$ cat config.mk
export PLATFORM = sky130hd
export DESIGN_NAME = hs_counter_compare_set
export DESIGN_NICKNAME = d
export VERILOG_FILES = /design/src/hs_compare_pkg.sv /design/src/hs_counter_compare_set.sv /design/src/hs_slot.sv
export SDC_FILE = /design/constraint.sdc
export NUM_CORES = 2
export LEC_CHECK = 0
export ABC_CLOCK_PERIOD_IN_PS = 13190
export BUFFER_PORTS_ARGS = -buffer_cell sky130_fd_sc_hd__buf_2
export CAP_MARGIN = 20
export CORE_UTILIZATION = 25
export DETAILED_ROUTE_END_ITERATION = 16
export PLACE_DENSITY = 0.43
export SLEW_MARGIN = 20
export SYNTH_ARGS = -nofsm -noshare
export SYNTH_HDL_FRONTEND = slang
export SYNTH_HIERARCHICAL = 1
export SYNTH_SLANG_ARGS = --single-unit
$ cat constraint.sdc
create_clock -name clk -period 13.19 [get_ports clk]
set_input_delay 1.9785 -clock clk [delete_from_list [all_inputs] [get_ports clk]]
set_output_delay 1.9785 -clock clk [all_outputs]
set_load 0.05 [all_outputs]
$ cat src/hs_compare_pkg.sv
// package for the high speed counter compare-and-set block
// assumes a single 125 MHz clock domain and no register bus
`default_nettype none
package hs_compare_pkg;
  // ==========================================================================
  // sizes
  localparam int unsigned CNT_W       = 32;
  localparam int unsigned SLOT_N      = 5;
  localparam int unsigned SLOT_W      = 3;
  localparam int unsigned VEC_N       = 6;
  localparam int unsigned SEL_W       = 5;
  localparam int unsigned BIT_N       = 16;
  localparam int unsigned BIT_W       = 4;
  // ==========================================================================
  // counter selector ranges, offsets from the first high speed counter
  localparam logic [SEL_W-1:0] SEL_LO_A = 5'h00;
  localparam logic [SEL_W-1:0] SEL_HI_A = 5'h0E;
  localparam logic [SEL_W-1:0] SEL_LO_B = 5'h10;
  localparam logic [SEL_W-1:0] SEL_HI_B = 5'h13;
  localparam int unsigned      CNT_N    = 20;
  // ==========================================================================
  // reset values
  localparam logic [CNT_W-1:0] COUNT_RST  = 32'h0000_0000;
  localparam logic [BIT_N-1:0] OUT_RST    = 16'h0000;
  localparam logic [VEC_N-1:0] VEC_RST    = 6'h00;
  // ==========================================================================
  // target kinds
  typedef enum logic [0:0]
  {
    TGT_BIT = 1'b0,
    TGT_VEC = 1'b1
  } target_kind_t;
  // per-slot state
  typedef enum logic [1:0]
  {
    SLOT_IDLE  = 2'b00,
    SLOT_ARMED = 2'b01,
    SLOT_HIT   = 2'b11
  } slot_state_t;
endpackage
`default_nettype wire

$ cat src/hs_counter_compare_set.sv
// high speed counters with compare-and-set slots
// assumes pulse inputs are synchronous to clk and the scan program
// raises scan_end once per scan
`timescale 1ns/10ps
`default_nettype none
module hs_counter_compare_set
  import hs_compare_pkg::*;
(
  input  wire  logic               clk,
  input  wire  logic               srst,
  input  wire  logic [CNT_N-1:0]   pulse_in,
  input  wire  logic [CNT_N-1:0]   count_down,
  input  wire  logic               count_wr,
  input  wire  logic [SEL_W-1:0]   count_wr_sel,
  input  wire  logic [CNT_W-1:0]   count_wr_data,
  input  wire  logic [CNT_N-1:0]   counter_preset_hit_clr,
  input  wire  logic               slot_load,
  input  wire  logic               slot_release,
  input  wire  logic [SLOT_W-1:0]  slot_index,
  input  wire  logic [CNT_W-1:0]   slot_preset,
  input  wire  logic [SEL_W-1:0]   slot_sel,
  input  wire  logic               slot_kind,
  input  wire  logic [BIT_W-1:0]   slot_bit,
  input  wire  logic [2:0]         slot_vec,
  input  wire  logic               bit_clr,
  input  wire  logic [BIT_W-1:0]   bit_clr_index,
  input  wire  logic               scan_end,
  input  wire  logic [CNT_N-1:0]   contact_preset_hit,
  input  wire  logic               counter_interrupt_inhibit_flag,
  input  wire  logic [VEC_N-1:0]   vector_ack,
  output logic [BIT_N-1:0]         target_bits,
  output logic [CNT_N-1:0]         scanned_contacts,
  output logic [VEC_N-1:0]         counter_interrupt_vectors,
  output logic [SLOT_N-1:0]        slot_active
);
  logic [CNT_W-1:0]  count [CNT_N];
  logic [CNT_N-1:0]  pulse_prev;
  logic [CNT_N-1:0]  pulse_hit;
  logic [SEL_W-1:0]  sel     [SLOT_N];
  logic [SLOT_N-1:0] fire;
  logic [SLOT_N-1:0] kind;
  logic [BIT_W-1:0]  tgt_bit [SLOT_N];
  logic [2:0]        tgt_vec [SLOT_N];
  logic [CNT_W-1:0]  next_count [CNT_N];
  logic [BIT_N-1:0]  bit_set;
  logic [VEC_N-1:0]  vec_set;

  // ==========================================================================
  // pulse edge detect and counters
  always_ff @(posedge clk)
  begin
    if (srst)
      pulse_prev <= '0;
    else
      pulse_prev <= pulse_in;
  end
  assign pulse_hit = pulse_in & ~pulse_prev;

  genvar c;
  generate
    for (c = 0; c < CNT_N; c++)
    begin : g_cnt
      assign next_count[c] = count_down[c] ? count[c] - 32'h0000_0001
                                           : count[c] + 32'h0000_0001;
      always_ff @(posedge clk)
      begin
        if (srst)
          count[c] <= COUNT_RST;
        else if (pulse_hit[c])
          count[c] <= next_count[c];
        else if (count_wr && (count_wr_sel == SEL_W'(c)))
          count[c] <= count_wr_data;
      end
    end
  endgenerate

  // ==========================================================================
  // comparison slots, compared against the post-increment or post-decrement value
  genvar s;
  generate
    for (s = 0; s < SLOT_N; s++)
    begin : g_slot
      hs_slot u_slot
      (
        .clk          (clk),
        .srst         (srst),
        .load         (slot_load && (slot_index == SLOT_W'(s))),
        .release_slot (slot_release && (slot_index == SLOT_W'(s))),
        .load_preset  (slot_preset),
        .load_sel     (slot_sel),
        .load_kind    (slot_kind),
        .load_bit     (slot_bit),
        .load_vec     (slot_vec),
        .pulse_hit    (pulse_hit),
        .sel_count    (next_count[sel[s]]),
        .sel          (sel[s]),
        .active       (slot_active[s]),
        .fire         (fire[s]),
        .kind         (kind[s]),
        .tgt_bit      (tgt_bit[s]),
        .tgt_vec      (tgt_vec[s])
      );
    end
  endgenerate
  // five slots only: the program keeps fewer than six comparisons live

  always_comb
  begin
    bit_set = '0;
    vec_set = '0;
    for (int i = 0; i < SLOT_N; i++)
    begin
      if (fire[i] && (kind[i] == TGT_BIT))
        bit_set[tgt_bit[i]] = 1'b1;
      if (fire[i] && (kind[i] == TGT_VEC) && (tgt_vec[i] < 3'(VEC_N)))
        vec_set[tgt_vec[i]] = 1'b1;
    end
  end

  // ==========================================================================
  // target bits: set wins over clear
  always_ff @(posedge clk)
  begin
    if (srst)
      target_bits <= OUT_RST;
    else
      target_bits <= (target_bits & ~(bit_clr ? (BIT_N'(1) << bit_clr_index) : '0))
                     | bit_set;
  end

  // interrupt requests, held until acknowledged, cleared while inhibited, set wins over ack
  always_ff @(posedge clk)
  begin
    if (srst || counter_interrupt_inhibit_flag)
      counter_interrupt_vectors <= VEC_RST;
    else
      counter_interrupt_vectors <= (counter_interrupt_vectors & ~vector_ack) | vec_set;
  end

  // ==========================================================================
  // contacts with no compare-and-set follow the scan
  always_ff @(posedge clk)
  begin
    if (srst)
      scanned_contacts <= '0;
    else if (scan_end)
      scanned_contacts <= (scanned_contacts & ~counter_preset_hit_clr)
                          | contact_preset_hit;
  end

  generate
    for (s = 1; s < SLOT_N; s++)
    begin : g_fire_chk

    end
  endgenerate
endmodule // hs_counter_compare_set
`default_nettype wire

$ cat src/hs_slot.sv
// one compare-and-set comparison slot
// assumes counts and pulse strobe come from the counter bank of the top
`timescale 1ns/10ps
`default_nettype none
module hs_slot
  import hs_compare_pkg::*;
(
  input  wire  logic               clk,
  input  wire  logic               srst,
  input  wire  logic               load,
  input  wire  logic               release_slot,
  input  wire  logic [CNT_W-1:0]   load_preset,
  input  wire  logic [SEL_W-1:0]   load_sel,
  input  wire  logic               load_kind,
  input  wire  logic [BIT_W-1:0]   load_bit,
  input  wire  logic [2:0]         load_vec,
  input  wire  logic [CNT_N-1:0]   pulse_hit,
  input  wire  logic [CNT_W-1:0]   sel_count,
  output logic [SEL_W-1:0]         sel,
  output logic                     active,
  output logic                     fire,
  output logic                     kind,
  output logic [BIT_W-1:0]         tgt_bit,
  output logic [2:0]               tgt_vec
);
  logic [CNT_W-1:0] preset;
  slot_state_t      state;
  logic             sel_ok;

  // ==========================================================================
  // programmed setup
  always_ff @(posedge clk)
  begin
    if (srst)
    begin
      preset  <= COUNT_RST;
      sel     <= SEL_LO_A;
      kind    <= TGT_BIT;
      tgt_bit <= '0;
      tgt_vec <= '0;
    end
    else if (load)
    begin
      preset  <= load_preset;
      sel     <= load_sel;
      kind    <= load_kind;
      tgt_bit <= load_bit;
      tgt_vec <= load_vec;
    end
  end

  // only the two high speed counter ranges are legal targets;
  // range A starts at selector zero, so only its top bound is tested
  assign sel_ok = (load_sel <= SEL_HI_A) ||
                  ((load_sel >= SEL_LO_B) && (load_sel <= SEL_HI_B));

  always_ff @(posedge clk)
  begin
    if (srst || release_slot)
      state <= SLOT_IDLE;
    else if (load)
      state <= sel_ok ? SLOT_ARMED : SLOT_IDLE;
    else if (fire)
      state <= SLOT_HIT;
    else if (state == SLOT_HIT)
      state <= SLOT_ARMED;
  end

  assign active = (state != SLOT_IDLE);
  // compare only on a counting pulse; full 32-bit equality either direction
  assign fire = active && pulse_hit[sel] && (sel_count == preset);
endmodule // hs_slot
`default_nettype wire

* Word-level counts from Yosys, hierarchy flattened
Memories as Yosys holds them, arrays and structs flattened.
Cells that the tools add are included.
** Operators by class
- $add $sub $neg :: 40
- Order comparisons :: 38
- Equal/unequal tests :: 33
- Shift-type cells :: 1
- Mux-type cells :: 274
- Bitwise logic cells :: 69
- Reduce and logical (&&, ||, !) cells :: 85
** Operators by type and width (count)
- two-way mux 32 bit :: 70
- binary-select mux 32 bit (select 5 bit) :: 5
- adder 32 x 1 -> 32 bit, second input constant :: 20
- subtractor 32 x 1 -> 32 bit, second input constant :: 20
- == test 32 bit :: 5
- two-way mux 1 bit :: 158
- two-way mux 16 bit :: 6
- bitwise OR 16 bit :: 5
- logical AND 1 bit :: 66
- bitwise AND 20 bit :: 2
- == test 5 x 4 -> 1 bit, second input constant :: 8
- NOT 20 bit :: 2
- bitwise OR 1 bit :: 40
- >= comparator 6 bit, second input constant :: 5
- less-than comparator 5 x 6 -> 1 bit, second input constant :: 5
- two-way mux 2 bit :: 15
- two-way mux 6 bit :: 5
- NOT 5 -> 6 bit :: 5
- bitwise OR 6 bit :: 5
- binary-select mux 1 bit (select 5 bit) :: 5
- less-than comparator 4 x 5 -> 1 bit, second input constant :: 5
- demux 1 bit (select 4 bit) :: 5
- == test 5 x 3 -> 1 bit, second input constant :: 4
- == test 5 bit, second input constant :: 4
- other kinds (26) :: 70
** Storage, ports and cells
- Bits in registers :: 297
- Memory bits (writable) :: 640
- Bits of input ports :: 183
- Output and inout port bits :: 47
- Logic and storage cells :: 575
- Memories :: 1
** Memories
- count :: words 20, width 32, read ports 20, clocked after Yosys merged registers in 0, write ports 20, RTL line hs_counter_compare_set.sv:36 : logic [CNT_W-1:0] count [CNT_N];

* Depth between registers and ports, before layout
An unclocked memory read counts as a cell.
- Word-level depth :: 20
- Gate-level depth with buffers :: 26
- Depth with buffers taken out :: 24

* By module
The synthesis kept the hierarchy.
** Modules (own cells, without submodules)
- hs_counter_compare_set :: times used 1, cells each 10323, area an instance 87731.6 um2, sequential area each 20459.6 um2
- hs_slot :: times used 5, cells each 219, area an instance 2243.4 um2, sequential area each 940.9 um2

* Worst setup path after synthesis
Ideal clock, no wire load.
- Path type :: input to register
- From :: input count_down[0]
- To :: register target_bits[4]
- Setup time :: 81 ps
- Data arrival time :: 6809 ps
- Data required time :: 13109 ps
- Slack :: 6301 ps
- Cell stages on the path :: 22
- Path buffers :: 0
- Cells stage by stage :: fa_1 -> a211oi_1 -> o21ai_0 -> and3_1 -> a211oi_1 -> a31o_2 -> xor2_1 -> nor2_1 -> a211oi_1 -> nor3_1 -> a311oi_1 -> or4b_1 -> xor2_1 -> nor4_1 -> nand4_1 -> nor3_2 -> o2111ai_2 -> inv_1 -> nor2b_1 -> nor3b_1 -> a22oi_1 -> a41oi_1
** On the way
- Elaborated cells on any way between the ends :: 41
- Classes of those cells :: eq/ne (5); mux (21); bitwise (5); reduce/logical (10)
** RTL lines
- from (decl) :: RTL line hs_counter_compare_set.sv:12 : input wire logic [CNT_N-1:0] count_down,
- two-way mux 32 bit * :: RTL line hs_counter_compare_set.sv:63 : assign next_count[c] = count_down[c] ? count[c] - 32'h0000_0001
- binary-select mux 32 bit (select 5 bit) * :: RTL line hs_counter_compare_set.sv:95 : .sel_count (next_count[sel[s]]),
- two-way mux 32 bit (not written as such) * (2 in a row) :: RTL line hs_counter_compare_set.sv:95
- == test 32 bit * :: RTL line hs_slot.sv:71 : assign fire = active && pulse_hit[sel] && (sel_count == preset);
- logical AND 1 bit * :: RTL line hs_slot.sv:71
- named net fire[2] :: RTL line hs_counter_compare_set.sv:40 : logic [SLOT_N-1:0] fire;
- logical AND 1 bit * :: RTL line hs_counter_compare_set.sv:113 : if (fire[i] && (kind[i] == TGT_BIT))
- two-way mux 16 bit * :: RTL line hs_counter_compare_set.sv:113
- bitwise OR 16 bit (no line)
- two-way mux 16 bit * :: RTL line hs_counter_compare_set.sv:113
- bitwise OR 16 bit (no line)
- two-way mux 16 bit * :: RTL line hs_counter_compare_set.sv:113
- bitwise OR 16 bit * :: RTL line hs_counter_compare_set.sv:128 : | bit_set;
- to (signal assigned) :: RTL line hs_counter_compare_set.sv:127 : target_bits <= (target_bits & ~(bit_clr ? (BIT_N'(1) << bit_clr_index) : '0))
- to (decl) :: RTL line hs_counter_compare_set.sv:31 : output logic [BIT_N-1:0] target_bits,
The timed path passes the listed nets; every way through them passes the cells marked *. The select of a mux whose other input is x is not followed.
A chain may end at the register's enable or synchronous reset.

* Worst setup path after layout
- From :: input count_down[0]
- To :: register target_bits[4]
** On the way
- Elaborated cells on any way between the ends :: 41
- Classes of those cells :: eq/ne (5); mux (21); bitwise (5); reduce/logical (10)
** RTL lines (RTL line)
- two-way mux 32 bit * :: hs_counter_compare_set.sv:63
- binary-select mux 32 bit (select 5 bit) * :: hs_counter_compare_set.sv:95
- two-way mux 32 bit (not written as such) * (2 in a row) :: hs_counter_compare_set.sv:95
- == test 32 bit * :: hs_slot.sv:71
- logical AND 1 bit * :: hs_slot.sv:71
- named net fire[1] :: hs_counter_compare_set.sv:40
- logical AND 1 bit * :: hs_counter_compare_set.sv:113
- two-way mux 16 bit * :: hs_counter_compare_set.sv:113
- bitwise OR 16 bit (no line)
- two-way mux 16 bit * :: hs_counter_compare_set.sv:113
- bitwise OR 16 bit (no line)
- two-way mux 16 bit * :: hs_counter_compare_set.sv:113
- bitwise OR 16 bit (no line)
- two-way mux 16 bit * :: hs_counter_compare_set.sv:113
- bitwise OR 16 bit * :: hs_counter_compare_set.sv:128
Marks and branches as above.

==> metrics.md <==
| Metric | Value |
|---|---|
| Routed wire length per instance | 42.16 um |
| H-tree levels | 4 |
| Post CTS Setup Buffer Count | 0 |
| Hold crit path type | flop to flop |
| Mapped cell area | 0.09895 mm^2 |
| CTS tree | yes |
| Switching Fraction | 49.77% |
| Layout cells sized above 1 | 15.49% |
| Yosys reg bits | 937 |
| Number of max-cap violations | 0 |
| First-pass GRT wire length | 935000 um |
| Core Rows | 230 |
| Synth cell count leaders | nand2_1, nor2_1, a21oi_1 |
| Post-DP HPWL | 553400 um |
| Drt total wl | 719000 um |
| Synth Warn # | 6 |
| Sequential cell area | 0.02523 mm^2 |
| PwrDens | 148.8 mW/mm^2 |
| Core Region | 0.3931 mm^2 |
| Combinational share of power | 56.1% |
| NetSw | 8.463 mW |
| Clock tree buffer depth | 4 |
| Via-per-instance ratio | 6.279 |
| Final hold vios | 0 |
| Count leader, synth | nand2_1 |
| Fillers | 42.28k |
| Crit path kind | input port to flop |
| Critical path peak fanout | 32 |
| Slew Viols, Final | 0 |
| Worst slew pin tran | 1.418 ns |
| Synthesized instance count | 11.42k |
| P_leak | 43.88 nW |
| Clock Skew | 0.09326 ns |
| Syn nets | 12.22k |
| Worst IR Drop VDD | 0.1081 mV |
| Number of synthesized flops with an enable pin | 640 |
| Via count | 107.1k |
| Number of port buffers | 229 |
| Critical path arrival | 10.26 ns |
| Clock latency on the worst-skew pair | 0.91 ns |
| Grt met1 use | 44.86% |
| Resized Gates After CTS | 0 |
| Max_slew headroom | 4.249% |
| Root buffer cell | clkbuf_16 |
| Async S/R FF share, synth | 0% |
| GR Overflow Total | 0 |
| Status | completed |
| Starting Density | 25.17% |
| Routing usage on met2 | 48.48% |
| I/O pin count | 230 |
| Final GP Congestion | 1.116 |
| TNS Setup | 0 ns |
| Final ANT Viol Nets | 0 |
| Area Growth Syn to Fin | 15.50% |
| Die Area | 0.3983 mm^2 |
| Final setup fails | 0 |
| Post-synth top area share | 19.42% |
| Syn Area/Cell | 8.666 um^2 |
| Largest net degree at the start of global routing | 95 |
| Fmax | 105.9 MHz |
| Synth area leaders | edfxtp_1, mux4_2, ha_1, dfxtp_1, a21oi_1 |
| Vias in the first global route | 97.29k |
| Final min period | 9.442 ns |
| Initial antenna violation count | 177 |
| RSZ-0062 raised after global routing | no |
| Final period util | 71.59% |
| GR Util met3 | 10.30% |
| Num CTS Buffers | 140 |
| Hold buffers post-CTS | 0 |
| Horiz. Die Dim | 631.1 um |
| Sequential fraction of the synthesis area | 25.43% |
| Chip Height | 631.1 um |
| CP Data Required Time | 14.01 ns |
| Initial drt markers | 15.84k |
| Worst Setup Start Kind | input port |
| Busiest layer in global routing | met2 |
| Post-synth cell types | 98 |
| Clock power share | 22.9% |
| Final net count | 12.47k |
| Design area | 0.1143 mm^2 |
| Total power | 17.00 mW |
| Multi-input gate area | 0.07103 mm^2 |
| P_int | 8.541 mW |
| DP Area | 0.1095 mm^2 |
| Sequential share of power | 21.0% |
| FF-to-FF setup slack | 4.71 ns |
| Top_reg_cell synth | edfxtp_1 |
| Crit. End Element | flop |
| # DRC | 0 |
| GRT Total Usage | 34.66% |
| Clock transition at path regs | 0.06 ns |
| Clk sinks | 937 |
| Synth area leader | edfxtp_1 |
| TritonRoute pass-1 iters | 8 |
==> logic make-up after synthesis <==
group | after synthesis | synth area share [%]
AOI/OAI and AO/OA | 3982 | 26.99
xor gates and xnor gates | 739 | 6.541
adders and majority gates | 620 | 7.992
buffers and inverters | 962 | 3.714
DFF | 937 | 25.43
muxes | 865 | 14.06
and+or+nand+nor | 3313 | 15.26
==> worst max-delay path, cell delays in order <==
cell and delay (ns):
buf_2 0.60, ha_1 0.47, a21oi_1 0.26, o211ai_1 0.14, a2111oi_0 0.41, nor2_1 0.13
a2111oi_0 0.55, nor2_1 0.25, xnor2_1 1.06, o31ai_1 0.12, o31ai_1 0.99, o211ai_1 0.25
xor2_1 0.23, nor4_1 0.48, nand4_1 0.29, nor3_2 0.30, o2111ai_2 0.26, inv_1 0.22
nor4b_1 0.72, a22oi_1 0.21, a41oi_1 0.28
==> state kept, by name, indices dropped and copies added (netlist names) <==
| register | cells |
|---|---|
| g_slot.u_slot/sel | 25 |
| g_slot.u_slot/preset | 160 |
| g_slot.u_slot/kind | 5 |
| count | 640 |
| g_slot.u_slot/tgt_bit | 20 |
| counter_interrupt_vectors | 6 |
| g_slot.u_slot/tgt_vec | 15 |
| g_slot.u_slot/state | 10 |
| scanned_contacts | 20 |
| pulse_prev | 20 |
| target_bits | 16 |
==> cells in the final DEF (no fill, tap or decap), drive strengths merged, types with 179 or more instances in the layout <==
cell / instances
ha: 600
mux2i: 417
nor3: 197
o211ai: 179
xnor2: 445
edfxtp: 640
nor2: 991
inv: 204
dfxtp: 297
mux4: 414
nand3: 211
a22o: 433
xor2: 294
a21oi: 915
o21ai: 861
nand2: 1180
a21o: 246
buf: 876
a211oi: 236
==> area by class of cell <==
type	instances	area share, %
Antenna cell	63	0.1379
Clock buffer	169	3.289
Clock inverter	77	0.6186
Inverter	193	0.6536
Multi-Input combinational cell	9519	62.15
Sequential cell	937	22.07
Tap cell	5220	5.715
Timing Repair Buffer	877	5.359
==> final timing paths <==
check | from | to | depth (start not counted)
setup reg to reg | count[3][96] | target_bits[4] | 22
hold reg to reg | g_slot[3].u_slot/sel[4] | g_slot[3].u_slot/sel[4] | 2
setup / recovery | count_down[0] | target_bits[4] | 21
hold / removal | g_slot[3].u_slot/sel[4] | g_slot[3].u_slot/sel[4] | 2
==> metal layers <==
layer  wire length (um)  up-vias
li1                   -    44590
met1             290300    54060
met2             286000     6816
met3              79370     1565
met4              63130       50
met5                309        -
==> stage by stage <==
step           hold WS, ns  worst slack (ns)  std cells  util, %
2_1_floorplan       0.4716             6.301      11420        -
3_3_place_gp        0.4748             3.295      16740    27.82
3_5_place_dp        0.4817             3.197      16740    27.86
4_1_cts             0.5001             4.105      16990    28.99
5_1_grt             0.5223             3.387      17010    29.04
6_report            0.4915             3.748      17060    29.07
==> power by group through the flow <==
stage	clock network (mW)	logic, mW	registers, mW
6_report	3.89	9.54	3.57
3_5_place_dp	0	8.97	3.62
4_1_cts	3.96	9.01	3.56
3_3_place_gp	0	9.02	3.62
5_1_grt	4.06	9.57	3.58
2_1_floorplan	0	4.43	3.58
Power figures use the tool's default switching activity.
